==> config.mk <==
export PLATFORM = sky130hd
export DESIGN_NAME = upae_port_flat
export DESIGN_NICKNAME = d
export VERILOG_FILES = /design/src/design/upae_pkg.sv /design/src/design/upae_link_if.sv /design/src/design/upae_lf_tx.sv /design/src/design/upae_port.sv /design/src/flat_wrapper.sv
export SDC_FILE = /design/constraint.sdc
export NUM_CORES = 1
export LEC_CHECK = 0
export ABC_AREA = 1
export BUFFER_PORTS_ARGS = -buffer_cell sky130_fd_sc_hd__buf_2
export CAP_MARGIN = 20
export CORE_UTILIZATION = 35
export CTS_CLUSTER_SIZE = 14
export DETAILED_ROUTE_END_ITERATION = 7
export HOLD_SLACK_MARGIN = 0.02
export SYNTH_ARGS = -nofsm -noshare
export SYNTH_HDL_FRONTEND = slang
export SYNTH_SLANG_ARGS = --single-unit
export TNS_END_PERCENT = 30
==> constraint.sdc <==
create_clock -name i_clk_sys -period 2.08 [get_ports i_clk_sys]
set_input_delay 0.416 -clock i_clk_sys [delete_from_list [all_inputs] [get_ports i_clk_sys]]
set_output_delay 0.416 -clock i_clk_sys [all_outputs]
set_load 0.005 [all_outputs]
==> src/design/upae_pkg.sv <==
// Purpose: Shared constants and types for port attach and packet delimiter logic
// Assumes: 20 MHz system clock, one line sample per bit strobe
// Notes: Line states are encoded as the sampled (dp, dm) pair
`default_nettype none
package upae_pkg;
    localparam int unsigned CLK_HZ = 20000000;
    localparam int unsigned MS_PER_S = 1000;
    // Reset drive time in milliseconds
    localparam int unsigned PORT_RESET_DURATION_MS = 10;
    localparam int unsigned PORT_RESET_CYCLES = (PORT_RESET_DURATION_MS * CLK_HZ) / MS_PER_S;
    localparam int unsigned RESET_CNT_W = 18;

    // Detach and attach filter defaults, in cycles (filters are parameters)
    localparam int unsigned DETACH_FILTER_DEF = 50;
    localparam int unsigned ATTACH_FILTER_DEF = 50;
    localparam int unsigned FILTER_W = 16;

    // Line states as {dp, dm}
    localparam logic [1:0] LS_SE0 = 2'h0;
    localparam logic [1:0] LS_LOW = 2'h1;  // dm high: low-speed idle / J at LS
    localparam logic [1:0] LS_FULL = 2'h2; // dp high: full-speed idle / J at FS

    // High-speed delimiter figures
    localparam logic [7:0] HS_EOP_PATTERN = 8'h7F; // NRZ 01111111, sent msb first
    localparam logic [5:0] HS_EOP_LEN = 6'h08;
    localparam logic [5:0] HS_SOF_EOP_LEN = 6'h28;
    localparam logic [5:0] HS_QUIET_RUN = 6'h20;
    localparam logic [5:0] HS_SAMPLE_POS = 6'h24; // one sample inside next 8 bits
    localparam logic [5:0] RUN_MAX = 6'h3F;

    // Low/full-speed delimiter figures
    localparam logic [1:0] LF_SE0_BITS = 2'h2;

    typedef enum logic [1:0] {
        UPAE_SPD_LOW = 2'h0,
        UPAE_SPD_FULL = 2'h1,
        UPAE_SPD_NONE = 2'h3
    } upae_speed_e;

    typedef enum logic [2:0] {
        UPAE_TX_IDLE = 3'h0,
        UPAE_TX_DATA = 3'h1,
        UPAE_TX_SE0 = 3'h3,
        UPAE_TX_J = 3'h2,
        UPAE_TX_HS_EOP = 3'h6
    } upae_tx_e;
endpackage
`default_nettype wire

==> src/design/upae_link_if.sv <==
// Purpose: Data-line carrier between downstream port and attached function
// Assumes: Enables are active low; resolution done by the bench
// Notes: HS signals model current-mode drive as an on/level pair
`default_nettype none
interface upae_link_if;
    logic port_dp_o;
    logic port_dm_o;
    logic port_oe_n;
    logic fn_dp_o;
    logic fn_dm_o;
    logic fn_oe_n;
    logic fn_pull_dp;
    logic fn_pull_dm;
    logic line_dp;
    logic line_dm;
    logic port_hs_on;
    logic port_hs_lvl;
    logic env_detect;
    modport port (
        output port_dp_o, port_dm_o, port_oe_n, port_hs_on, port_hs_lvl,
        input line_dp, line_dm, env_detect
    );
    modport func (
        output fn_dp_o, fn_dm_o, fn_oe_n, fn_pull_dp, fn_pull_dm,
        input line_dp, line_dm, port_hs_on, port_hs_lvl
    );
endinterface
`default_nettype wire

==> src/design/upae_lf_tx.sv <==
// Purpose: Low/full-speed packet framer: K start, data, SE0 x2, J, release
// Assumes: i_bit_stb marks each bit time; data given as line levels
// Notes: Used by both ends; no stuffing or NRZI here
`default_nettype none
module upae_lf_tx (
    input wire logic i_clk_sys,
    input wire logic i_rst,
    input wire logic i_bit_stb,
    input wire logic i_j_is_dp,
    input wire logic i_start,
    input wire logic i_valid,
    input wire logic i_bit,
    input wire logic i_last,
    output logic o_ready,
    output logic o_dp,
    output logic o_dm,
    output logic o_oe_n,
    output logic o_busy
);
    typedef struct packed {
        upae_pkg::upae_tx_e st;
        logic [1:0] cnt;
        logic dp;
        logic dm;
        logic oe_n;
    } upae_lftx_s;
    upae_lftx_s q, d;
    logic lvl_j, lvl_k;

    always_comb begin
        d = q;
        lvl_j = i_j_is_dp;
        lvl_k = ~i_j_is_dp;
        case (q.st)
            upae_pkg::UPAE_TX_IDLE: begin
                if (i_start && i_bit_stb) begin
                    // First K opens sync
                    d.st = upae_pkg::UPAE_TX_DATA;
                    d.dp = lvl_k;
                    d.dm = ~lvl_k;
                    d.oe_n = 1'b0;
                end
            end
            upae_pkg::UPAE_TX_DATA: begin
                if (i_bit_stb && i_valid) begin
                    d.dp = i_bit ? lvl_j : lvl_k;
                    d.dm = i_bit ? ~lvl_j : ~lvl_k;
                    if (i_last) begin
                        d.st = upae_pkg::UPAE_TX_SE0;
                        d.cnt = '0;
                    end
                end
            end
            upae_pkg::UPAE_TX_SE0: begin
                if (i_bit_stb) begin
                    d.dp = 1'b0;
                    d.dm = 1'b0;
                    d.cnt = q.cnt + 2'h1;
                    if (q.cnt == upae_pkg::LF_SE0_BITS - 2'h1) begin
                        d.st = upae_pkg::UPAE_TX_J;
                    end
                end
            end
            upae_pkg::UPAE_TX_J: begin
                if (i_bit_stb) begin
                    if (q.dp == lvl_j && q.dm == ~lvl_j) begin
                        d.oe_n = 1'b1;
                        d.st = upae_pkg::UPAE_TX_IDLE;
                    end else begin
                        d.dp = lvl_j;
                        d.dm = ~lvl_j;
                    end
                end
            end
            default: d.st = upae_pkg::UPAE_TX_IDLE;
        endcase
        if (i_rst) begin
            d = '{upae_pkg::UPAE_TX_IDLE, 2'h0, 1'b0, 1'b0, 1'b1};
        end
    end

    always_ff @(posedge i_clk_sys) begin
        q <= d;
    end

    assign o_ready = (q.st == upae_pkg::UPAE_TX_DATA) && i_bit_stb;
    assign o_dp = q.dp;
    assign o_dm = q.dm;
    assign o_oe_n = q.oe_n;
    assign o_busy = (q.st != upae_pkg::UPAE_TX_IDLE);
endmodule
`default_nettype wire

==> src/design/upae_port.sv <==
// Purpose: Downstream port: attach/detach filters, speed latch, reset drive, delimiters
// Assumes: Line inputs synchronous to i_clk_sys; bit strobe given by the user
// Notes: Filter times are parameters
// Function
// - Undriven SE0 beyond filter time flags detach
// - Line high beyond filter time flags attach
// - Latch speed from line just before reset
// - Bus-powered function attaches within 100 ms
// - Software debounces 100 ms, restarting on detach
// - Ten ms recovery after reset; ignore replies
// - High-speed function first attaches as full
// - Port still detects low and full speed
// - HS SOF EOP 40 quiet symbols, else 8
// - After 32 quiet bits sample envelope once
// - Envelope over threshold reports HS detach
// - LS/FS packet starts with idle-to-K
// - LS/FS EOP: two SE0 bits then J
// - Release drivers after the final J
// - SE0-to-J marks receive end of packet
// - HS EOP opposite symbol then 01111111
// - Stop current after HS EOP, back idle
// - Requested reset drives SE0 at least 10 ms
`default_nettype none
module upae_port #(
    parameter int unsigned DETACH_FILTER_TIME = upae_pkg::DETACH_FILTER_DEF,
    parameter int unsigned ATTACH_FILTER_TIME = upae_pkg::ATTACH_FILTER_DEF,
    parameter int unsigned RESET_CYCLES = upae_pkg::PORT_RESET_CYCLES
) (
    input wire logic i_clk_sys,
    input wire logic i_rst,
    upae_link_if.port link,
    input wire logic i_bit_stb,
    input wire logic i_reset_req,
    input wire logic i_hs_mode,
    input wire logic i_tx_start,
    input wire logic i_tx_valid,
    input wire logic i_tx_bit,
    input wire logic i_tx_last,
    input wire logic i_tx_sof,
    output logic o_tx_ready,
    output logic o_attached,
    output logic o_detach_evt,
    output logic o_attach_evt,
    output logic o_hs_detach,
    output logic o_speed_full,
    output logic o_speed_valid,
    output logic o_reset_busy,
    output logic o_rx_eop
);
    typedef struct packed {
        logic [upae_pkg::FILTER_W-1:0] filt;
        logic attached;
        logic att_evt;
        logic det_evt;
        logic hs_det;
        upae_pkg::upae_speed_e speed;
        logic [upae_pkg::RESET_CNT_W-1:0] rst_cnt;
        logic rst_busy;
        logic [1:0] ls_prev;
        logic rx_eop;
        upae_pkg::upae_tx_e hs_st;
        logic [5:0] hs_cnt;
        logic [5:0] run;
        logic sampled;
        logic hs_on;
        logic hs_lvl;
        logic [7:0] hs_pat;
    } upae_port_s;
    upae_port_s q, d;

    logic [1:0] ls;
    logic lf_dp, lf_dm, lf_oe_n, lf_busy, lf_ready;
    logic hs_ready;
    logic driving;
    logic [5:0] eop_len;

    assign ls = {link.line_dp, link.line_dm};
    assign driving = lf_busy || q.rst_busy || q.hs_on;

    upae_lf_tx u_lf_tx (
        .i_clk_sys(i_clk_sys),
        .i_rst(i_rst),
        .i_bit_stb(i_bit_stb),
        .i_j_is_dp(q.speed == upae_pkg::UPAE_SPD_FULL),
        .i_start(i_tx_start && !i_hs_mode && q.attached && !q.rst_busy),
        .i_valid(i_tx_valid),
        .i_bit(i_tx_bit),
        .i_last(i_tx_last),
        .o_ready(lf_ready),
        .o_dp(lf_dp),
        .o_dm(lf_dm),
        .o_oe_n(lf_oe_n),
        .o_busy(lf_busy)
    );

    always_comb begin
        d = q;
        d.att_evt = 1'b0;
        d.det_evt = 1'b0;
        d.rx_eop = 1'b0;
        // New packet clears a stale HS detach; a same-cycle detach below still wins
        if (i_tx_start) begin
            d.hs_det = 1'b0;
        end
        eop_len = i_tx_sof ? upae_pkg::HS_SOF_EOP_LEN : upae_pkg::HS_EOP_LEN;
        d.ls_prev = ls;
        // Attach filter covers LS and FS pull-ups alike, HS starts as FS
        if (!q.attached) begin
            if (ls != upae_pkg::LS_SE0) begin
                if (q.filt >= upae_pkg::FILTER_W'(ATTACH_FILTER_TIME)) begin
                    d.attached = 1'b1;
                    d.att_evt = 1'b1;
                    d.filt = '0;
                end else begin
                    d.filt = q.filt + 1'b1;
                end
            end else begin
                d.filt = '0;
            end
        end else if (!driving && !i_hs_mode && ls == upae_pkg::LS_SE0) begin
            if (q.filt >= upae_pkg::FILTER_W'(DETACH_FILTER_TIME)) begin
                d.attached = 1'b0;
                d.det_evt = 1'b1;
                d.speed = upae_pkg::UPAE_SPD_NONE;
                d.filt = '0;
            end else begin
                d.filt = q.filt + 1'b1;
            end
        end else begin
            d.filt = '0;
        end
        if (q.attached && ls == upae_pkg::LS_SE0 && q.ls_prev == upae_pkg::LS_SE0) begin
            d.rx_eop = 1'b0;
        end
        // End of packet seen as SE0 followed by J
        if (!driving && q.ls_prev == upae_pkg::LS_SE0 && ls != upae_pkg::LS_SE0) begin
            d.rx_eop = q.attached;
        end
        // Reset drive; speed latched from the line seen just before SE0
        if (i_reset_req && !q.rst_busy && q.attached && !lf_busy) begin
            d.rst_busy = 1'b1;
            d.rst_cnt = '0;
            d.speed = (ls == upae_pkg::LS_FULL) ? upae_pkg::UPAE_SPD_FULL
                                                : upae_pkg::UPAE_SPD_LOW;
        end else if (q.rst_busy) begin
            d.rst_cnt = q.rst_cnt + 1'b1;
            if (q.rst_cnt >= upae_pkg::RESET_CNT_W'(RESET_CYCLES - 1)) begin
                d.rst_busy = 1'b0;
            end
        end
        // High-speed transmit: data then EOP, with envelope watch
        hs_ready = 1'b0;
        case (q.hs_st)
            upae_pkg::UPAE_TX_IDLE: begin
                d.hs_on = 1'b0;
                if (i_tx_start && i_hs_mode && q.attached && !q.rst_busy && i_bit_stb) begin
                    d.hs_st = upae_pkg::UPAE_TX_DATA;
                    d.run = '0;
                    d.sampled = 1'b0;
                end
            end
            upae_pkg::UPAE_TX_DATA: begin
                if (i_bit_stb && i_tx_valid) begin
                    hs_ready = 1'b1;
                    d.hs_on = 1'b1;
                    d.hs_lvl = i_tx_bit;
                    if (i_tx_last) begin
                        d.hs_st = upae_pkg::UPAE_TX_HS_EOP;
                        d.hs_cnt = '0;
                        d.hs_pat = upae_pkg::HS_EOP_PATTERN;
                    end
                end
            end
            upae_pkg::UPAE_TX_HS_EOP: begin
                if (i_bit_stb) begin
                    if (q.hs_cnt == eop_len) begin
                        d.hs_on = 1'b0;
                        d.hs_st = upae_pkg::UPAE_TX_IDLE;
                    end else begin
                        // First symbol inverts, then holds; NRZ 0 toggles, 1 holds
                        d.hs_lvl = (q.hs_cnt == '0 || !q.hs_pat[7]) ? ~q.hs_lvl
                                                                     : q.hs_lvl;
                        d.hs_pat = {q.hs_pat[6:0], 1'b1};
                        d.hs_cnt = q.hs_cnt + 1'b1;
                    end
                end
            end
            default: d.hs_st = upae_pkg::UPAE_TX_IDLE;
        endcase
        if (i_bit_stb && q.hs_on) begin
            if (d.hs_lvl != q.hs_lvl) begin
                d.run = '0;
                d.sampled = 1'b0;
            end else if (q.run != upae_pkg::RUN_MAX) begin
                d.run = q.run + 1'b1;
            end
            // Single mid-window sample keeps one glitch from counting twice
            if (q.run == upae_pkg::HS_SAMPLE_POS && !q.sampled) begin
                d.sampled = 1'b1;
                if (link.env_detect) begin
                    d.hs_det = 1'b1;
                    d.attached = 1'b0;
                    d.det_evt = 1'b1;
                end
            end
        end
        if (i_rst) begin
            d = '0;
            d.speed = upae_pkg::UPAE_SPD_NONE;
            d.hs_st = upae_pkg::UPAE_TX_IDLE;
        end
    end

    always_ff @(posedge i_clk_sys) begin
        q <= d;
    end

    // Reset SE0 overrides framer output
    assign link.port_dp_o = q.rst_busy ? 1'b0 : lf_dp;
    assign link.port_dm_o = q.rst_busy ? 1'b0 : lf_dm;
    assign link.port_oe_n = q.rst_busy ? 1'b0 : lf_oe_n;
    assign link.port_hs_on = q.hs_on;
    assign link.port_hs_lvl = q.hs_lvl;
    assign o_tx_ready = lf_ready || hs_ready;
    assign o_attached = q.attached;
    assign o_attach_evt = q.att_evt;
    assign o_detach_evt = q.det_evt;
    assign o_hs_detach = q.hs_det;
    assign o_speed_full = (q.speed == upae_pkg::UPAE_SPD_FULL);
    assign o_speed_valid = (q.speed != upae_pkg::UPAE_SPD_NONE);
    assign o_reset_busy = q.rst_busy;
    assign o_rx_eop = q.rx_eop;
endmodule
`default_nettype wire

==> src/flat_wrapper.sv <==
// flat-port wrapper written by rule: the top's interface ports become plain ports
module upae_port_flat 
#(
    parameter int unsigned DETACH_FILTER_TIME = upae_pkg::DETACH_FILTER_DEF,
    parameter int unsigned ATTACH_FILTER_TIME = upae_pkg::ATTACH_FILTER_DEF,
    parameter int unsigned RESET_CYCLES = upae_pkg::PORT_RESET_CYCLES
)
  (i_clk_sys, i_rst, i_bit_stb, i_reset_req, i_hs_mode, i_tx_start, i_tx_valid, i_tx_bit, i_tx_last, i_tx_sof, o_tx_ready, o_attached, o_detach_evt, o_attach_evt, o_hs_detach, o_speed_full, o_speed_valid, o_reset_busy, o_rx_eop, link_port_dp_o, link_port_dm_o, link_port_oe_n, link_port_hs_on, link_port_hs_lvl, link_line_dp, link_line_dm, link_env_detect);
  upae_link_if link_i ();
  input wire logic i_clk_sys;
  input wire logic i_rst;
  input wire logic i_bit_stb;
  input wire logic i_reset_req;
  input wire logic i_hs_mode;
  input wire logic i_tx_start;
  input wire logic i_tx_valid;
  input wire logic i_tx_bit;
  input wire logic i_tx_last;
  input wire logic i_tx_sof;
  output logic o_tx_ready;
  output logic o_attached;
  output logic o_detach_evt;
  output logic o_attach_evt;
  output logic o_hs_detach;
  output logic o_speed_full;
  output logic o_speed_valid;
  output logic o_reset_busy;
  output logic o_rx_eop;
  output wire logic [$bits(link_i.port_dp_o)-1:0] link_port_dp_o;
  output wire logic [$bits(link_i.port_dm_o)-1:0] link_port_dm_o;
  output wire logic [$bits(link_i.port_oe_n)-1:0] link_port_oe_n;
  output wire logic [$bits(link_i.port_hs_on)-1:0] link_port_hs_on;
  output wire logic [$bits(link_i.port_hs_lvl)-1:0] link_port_hs_lvl;
  input wire logic [$bits(link_i.line_dp)-1:0] link_line_dp;
  input wire logic [$bits(link_i.line_dm)-1:0] link_line_dm;
  input wire logic [$bits(link_i.env_detect)-1:0] link_env_detect;
  assign link_port_dp_o = link_i.port_dp_o;
  assign link_port_dm_o = link_i.port_dm_o;
  assign link_port_oe_n = link_i.port_oe_n;
  assign link_port_hs_on = link_i.port_hs_on;
  assign link_port_hs_lvl = link_i.port_hs_lvl;
  assign link_i.line_dp = link_line_dp;
  assign link_i.line_dm = link_line_dm;
  assign link_i.env_detect = link_env_detect;
  upae_port #(.DETACH_FILTER_TIME(DETACH_FILTER_TIME), .ATTACH_FILTER_TIME(ATTACH_FILTER_TIME), .RESET_CYCLES(RESET_CYCLES)) u_core (.i_clk_sys(i_clk_sys), .i_rst(i_rst), .link(link_i), .i_bit_stb(i_bit_stb), .i_reset_req(i_reset_req), .i_hs_mode(i_hs_mode), .i_tx_start(i_tx_start), .i_tx_valid(i_tx_valid), .i_tx_bit(i_tx_bit), .i_tx_last(i_tx_last), .i_tx_sof(i_tx_sof), .o_tx_ready(o_tx_ready), .o_attached(o_attached), .o_detach_evt(o_detach_evt), .o_attach_evt(o_attach_evt), .o_hs_detach(o_hs_detach), .o_speed_full(o_speed_full), .o_speed_valid(o_speed_valid), .o_reset_busy(o_reset_busy), .o_rx_eop(o_rx_eop));
endmodule
# Word-level counts from Yosys, hierarchy flattened
# Index checks and enable logic that the tools add are counted.
# W data, S select, Z words.
# word_totals
output_inout_bits	14
ram_bits	0
memories	0
inputBits	13
reg_bits	78
elab_cells	190
rom_bits	0
latchBits	0
# classes
div_mod_pow	0
eq_ne	29
n_lt_le_gt_ge	2
n_mux	72
shift	0
bitwise_logic	4
add_sub_neg	5
n_reduce_logical	56
mul	0
# ops
cell	count
$mux W16	3
$mux W9	4
$mux W7	5
$mux W1	25
$mux W3	8
$mux W6	4
$ne A2 B2 Y1 const B	11
$logic_and A1 B1 Y1	20
$mux W10	2
$mux W2	10
$add A18 B1 Y18 const B	1
$ge A18 B18 Y1 const B	1
$pmux W9 S2	1
$mux W17	1
$add A16 B1 Y16 const B	1
$ge A16 B6 Y1 const B	1
$reduce_bool A2 Y1	7
$add A6 B1 Y6 const B	2
$pmux W3 S4	1
$pmux W6 S2	1
$reduce_and A4 Y1	3
$reduce_and A5 Y1	2
$pmux W3 S3	1
$mux W8	1
other kinds (30)	52

# Longest topological paths before layout
# depth
word_depth	11
mapped_depth	14
ltp_nobuf	14

# By module
# A second synthesis with hierarchy kept.
# hier_totals
hier_cells	543
hier_area_um2	3837.4
# modules_own_cells
mod	area_each_um2	cells_per_inst	n_inst	seq_area_each_um2
upae_port	3238.1	444	1	1381.3
upae_lf_tx	599.3	99	1	140.1

# Worst setup path after synthesis
# Ideal clock, no wire load.
# synth_path
kind	register to register
start	register u_core.q[23] (netlist bit)
end	register u_core.q[21] (netlist bit)
setup_time_ps	120
t_arrival_ps	1585
path_slack_ps	375
path_buffers	0
required_time_ps	1960
path_stages_with_launch	12
synth_period_minus_slack_ps	1705
path_cell_list	dfxtp_1 > inv_1 > ha_1 > inv_2 > o21ai_1 > or2_4 > nor2_8 > inv_2 > o21ai_2 > inv_2 > o21ai_1 > a21oi_1
# synth_via
elab_chain_len	3
word_cells_on_any_way	9
classes_between	6 x eq/ne; 1 x mux; 2 x reduce/logical
# synth_lines
element	line_no	rtl
start, declared	upae_port.sv:69	upae_port_s q, d;
start signal, assigned	upae_port.sv:215	q <= d;
$eq A3 B3 Y1 / $eq A3 B1 Y1 (equally long branches)	upae_port.sv:153	case (q.hs_st)
$ne A2 B2 Y1 (no line) (tied with other cells)	n/a	
$reduce_and A5 Y1 (no line)	n/a	
# Parallel ways exist; a longest one is shown, timed or not.
# A chain may end at the register's enable or synchronous reset.

# Worst setup path in the final report
# layout_path
start	register u_core.u_lf_tx.q[6] (netlist bit)
end	output o_tx_ready
# layout_via
elab_chain_len	3
# layout_lines
element	line_no	rtl
start, declared	upae_lf_tx.sv:27	upae_lftx_s q, d;
start signal, assigned	upae_lf_tx.sv:83	q <= d;
$eq A3 B1 Y1	upae_lf_tx.sv:86	assign o_ready = (q.st == upae_pkg::UPAE_TX_DATA) && i_bit_stb;
$logic_and A1 B1 Y1	upae_lf_tx.sv:86	
$logic_or A1 B1 Y1	upae_port.sv:224	assign o_tx_ready = lf_ready || hs_ready;
end, declared	flat_wrapper.sv:20	output logic o_tx_ready;
# Every way passes these cells.

==> flow_summary.yaml <==
critical_path:
  endpoint_kind: "primary output"
  cp_max_fo: 4
  crit_chain: "inv_1 -> ha_1 -> inv_1 -> o21ai_1 -> buf_2"
  critical_path_class: "register to primary output"
  cpPeakStageDelay_ns: 0.35
  cp.required_ns: 1.66
  cpMaxStageDelayCell: "dfxtp_1"
  cp-start-kind: "register"
  arrival_ns: 1.50
  cp_common_cell: "inv_1"
  r2r_setup_slack_ns: 0.18
  regToRegStartpoint: "u_core.o_reset_busy"
  reg2reg_depth: 7
  r2r-end: "u_core.q[11]"
clocking:
  cts_tree: "yes"
  clock_latency_ns: 0.35
  cts-buffers-inserted: 9
  root_buffer: "clkbuf_8"
  cts_post_setup_buffers_inserted: 0
  cts-hold-fix-buffers: 0
  cts_htree_levels: 3
  path_clk_slew_ns: 0.08
  clock_sinks: 76
  ctsLongestPathBuffers: 2
  cts_resized: 0
sta:
  relSlewSlack_pct: 65.39
  setup_ws_ns: 0.1661
  setup_tns_ns: 0
  skew_ns: 0.01423
  tightest_slew_ns: 0.5169
  finalCritPeriodShare_pct: 92.01
  period_needed_ns: 1.914
  hold_viol: 0
  fmax_mhz: 522.5
  finalMaxSlewViolations: 0
  setup_viol: 0
  grt_setup_unrepaired: "false"
  whs_ns: 0.3032
outcome:
  outcome: "complete, no violations"
routing:
  drt_iter0_markers: 95
  routed_wirelength_um: 7781
  via_count: 3282
  antenna_left: 0
  viasPerCell: 4.709
  wire_per_inst_um: 11.16
  route.detailed.drc: 0
  dr.pass1.iters: 4
die:
  rows: 37
  fp.dieH_um: 104.6
  core_area_um2: 10280
  io_pins: 27
  dieArea_um2: 10930
  start_util_pct: 35.82
  fp.dieW_um: 104.6
hold_path:
  worstHoldStart: "link_line_dm"
  hold_path_class: "primary input to register"
  min_path_cells: 3
  worstHoldEndpoint: "u_core.q[27]"
logic_synthesis:
  ys_seq_area_share_pct: 41.33
  synth_ff_type: "dfxtp_1"
  synth_top_area_cell: "dfxtp_1"
  synth-edff-count: 0
  ys_ff_latch: 76
  synth_cells: 510
  synth_area_um2: 3681
  ys_top_cells_by_area: "dfxtp_1 (41%), nand2_1 (10%), nor2_1 (6.7%)"
  ys_types: 46
  synthArstFlopShare_pct: 0
  synthDominantCellAreaShare_pct: 41.33
  ys_warn_count: 0
  synth.avg_cell_area_um2: 7.218
placed_design:
  placed_cells: 681
  post-place-ws_ns: 0.03600
  dp_hpwl_um: 5970
  place.gp.congestion: 0.8682
  numPortBuffers: 26
  placed_cell_area_um2: 4035
cells_and_area:
  antenna_cells: 0
  regMostFlops: "u_core.q"
  multi_input_area_um2: 1899
  final_cell_count_no_fill: 697
  regArea_um2: 1521
  stdcell_area_um2: 4283
  largest_reg_flops: 61
  area_delta_synth_final_pct: 16.35
  top_regs: "u_core.q x61, u_core.u_lf_tx.q x4"
  drive_gt1_share_pct: 15.15
  layout_common_cells: "nand2_1 (98), dfxtp_1 (76), nor2_1 (65)"
  final_common_cell: "nand2_1"
  fillers: 1099
  layout.nets: 585
global_routing:
  first_global_vias: 3126
  grt_use_total_pct: 15.67
  antenna_found_initial: 0
  grt_pass1_wl_um: 13870
  grt_overflow: 0
  grt_max_degree: 23
power:
  leakage_nw: 1.782
  peakVddDrop_mv: 0.4123
  powerDensity_nw_per_um2: 888.2
flow_run:
  cap_violations: 0
[worst max path at each step]
stage / start / end / slack, ns / depth (start not counted)
CTS: u_core.u_lf_tx.q[6] / o_tx_ready / 0.06 / 5
finish: u_core.u_lf_tx.q[6] / o_tx_ready / 0.17 / 5
detailed placement: i_bit_stb / u_core.q[11] / 0.04 / 8
global route: u_core.o_reset_busy / u_core.q[11] / 0.002 / 7
global placement: i_bit_stb / u_core.q[11] / 0.06 / 8
floorplan: u_core.q[23] / u_core.q[21] / 0.38 / 11
[synthesized netlist by cell type, types with 2 or more instances]
master	instances
nor4_1	2
nand3_1	28
nand2_1	99
nor2_1	66
inv_2	17
o21ai_2	2
nor3_1	15
o21ai_0	13
o22ai_1	3
inv_1	52
or2_0	2
xnor2_1	3
clkbuf_1	4
a31oi_1	3
ha_1	16
dfxtp_1	76
o21ai_1	19
or2_1	2
nand4_1	6
a21oi_1	47
o21a_1	2
nor3b_1	3
nand2_2	3
buf_2	2
clkinv_1	2
a311oi_1	2
o211ai_1	2
[metal layers]
metal	GRT usage [%]	vias up	share of wire (%)
met2	25.78	50	45
met3	3.743	11	3.5
li1	-	1751	-
met1	19.84	1470	50
met4	5.714	0	1.5
met5	0	-	0
[worst max-delay path: cells and delay by family (launching register included)]
family / cells / cell delay [ns]
flops: 1 / 0.35
compound gates: 1 / 0.20
buf+inv: 3 / 0.37
fa+ha+maj: 1 / 0.24
[power by group]
part | leakage, nW | internal [mW] | switching (mW)
combinational | 1.05 | 0.327 | 0.578
clock | 0.116 | 0.708 | 0.556
sequential | 0.620 | 1.56 | 0.0787
[metrics by stage]
step / power (mW) / util (%)
3_3_place_gp: 2.533 / 39.26
6_report: 3.804 / 41.67
3_5_place_dp: 2.552 / 39.26
5_1_grt: 4.045 / 41.67
4_1_cts: 3.824 / 41.45
2_1_floorplan: 2.312 / -
[final cells by class]
cell class	count	area share [%]
Clock buffer	10	3.214
Clock inverter	6	2.045
Inverter	72	6.632
Multi-Input combinational cell	364	44.35
Sequential cell	76	35.52
Tap cell	136	3.973
Timing Repair Buffer	33	4.265
[cells by family after synthesis]
| family | Yosys count | share of synthesized area (%) |
|---|---|---|
| xor gates and xnor gates | 4 | 0.9519 |
| adders and majority gates | 16 | 5.438 |
| DFF | 76 | 41.33 |
| buffers and inverters | 79 | 8.600 |
| other | 1 | 0.1019 |
| and+or+nand+nor | 236 | 28.76 |
| AOI/OAI and AO/OA | 98 | 14.82 |
Note: power is estimated with default switching activity, not from simulation.
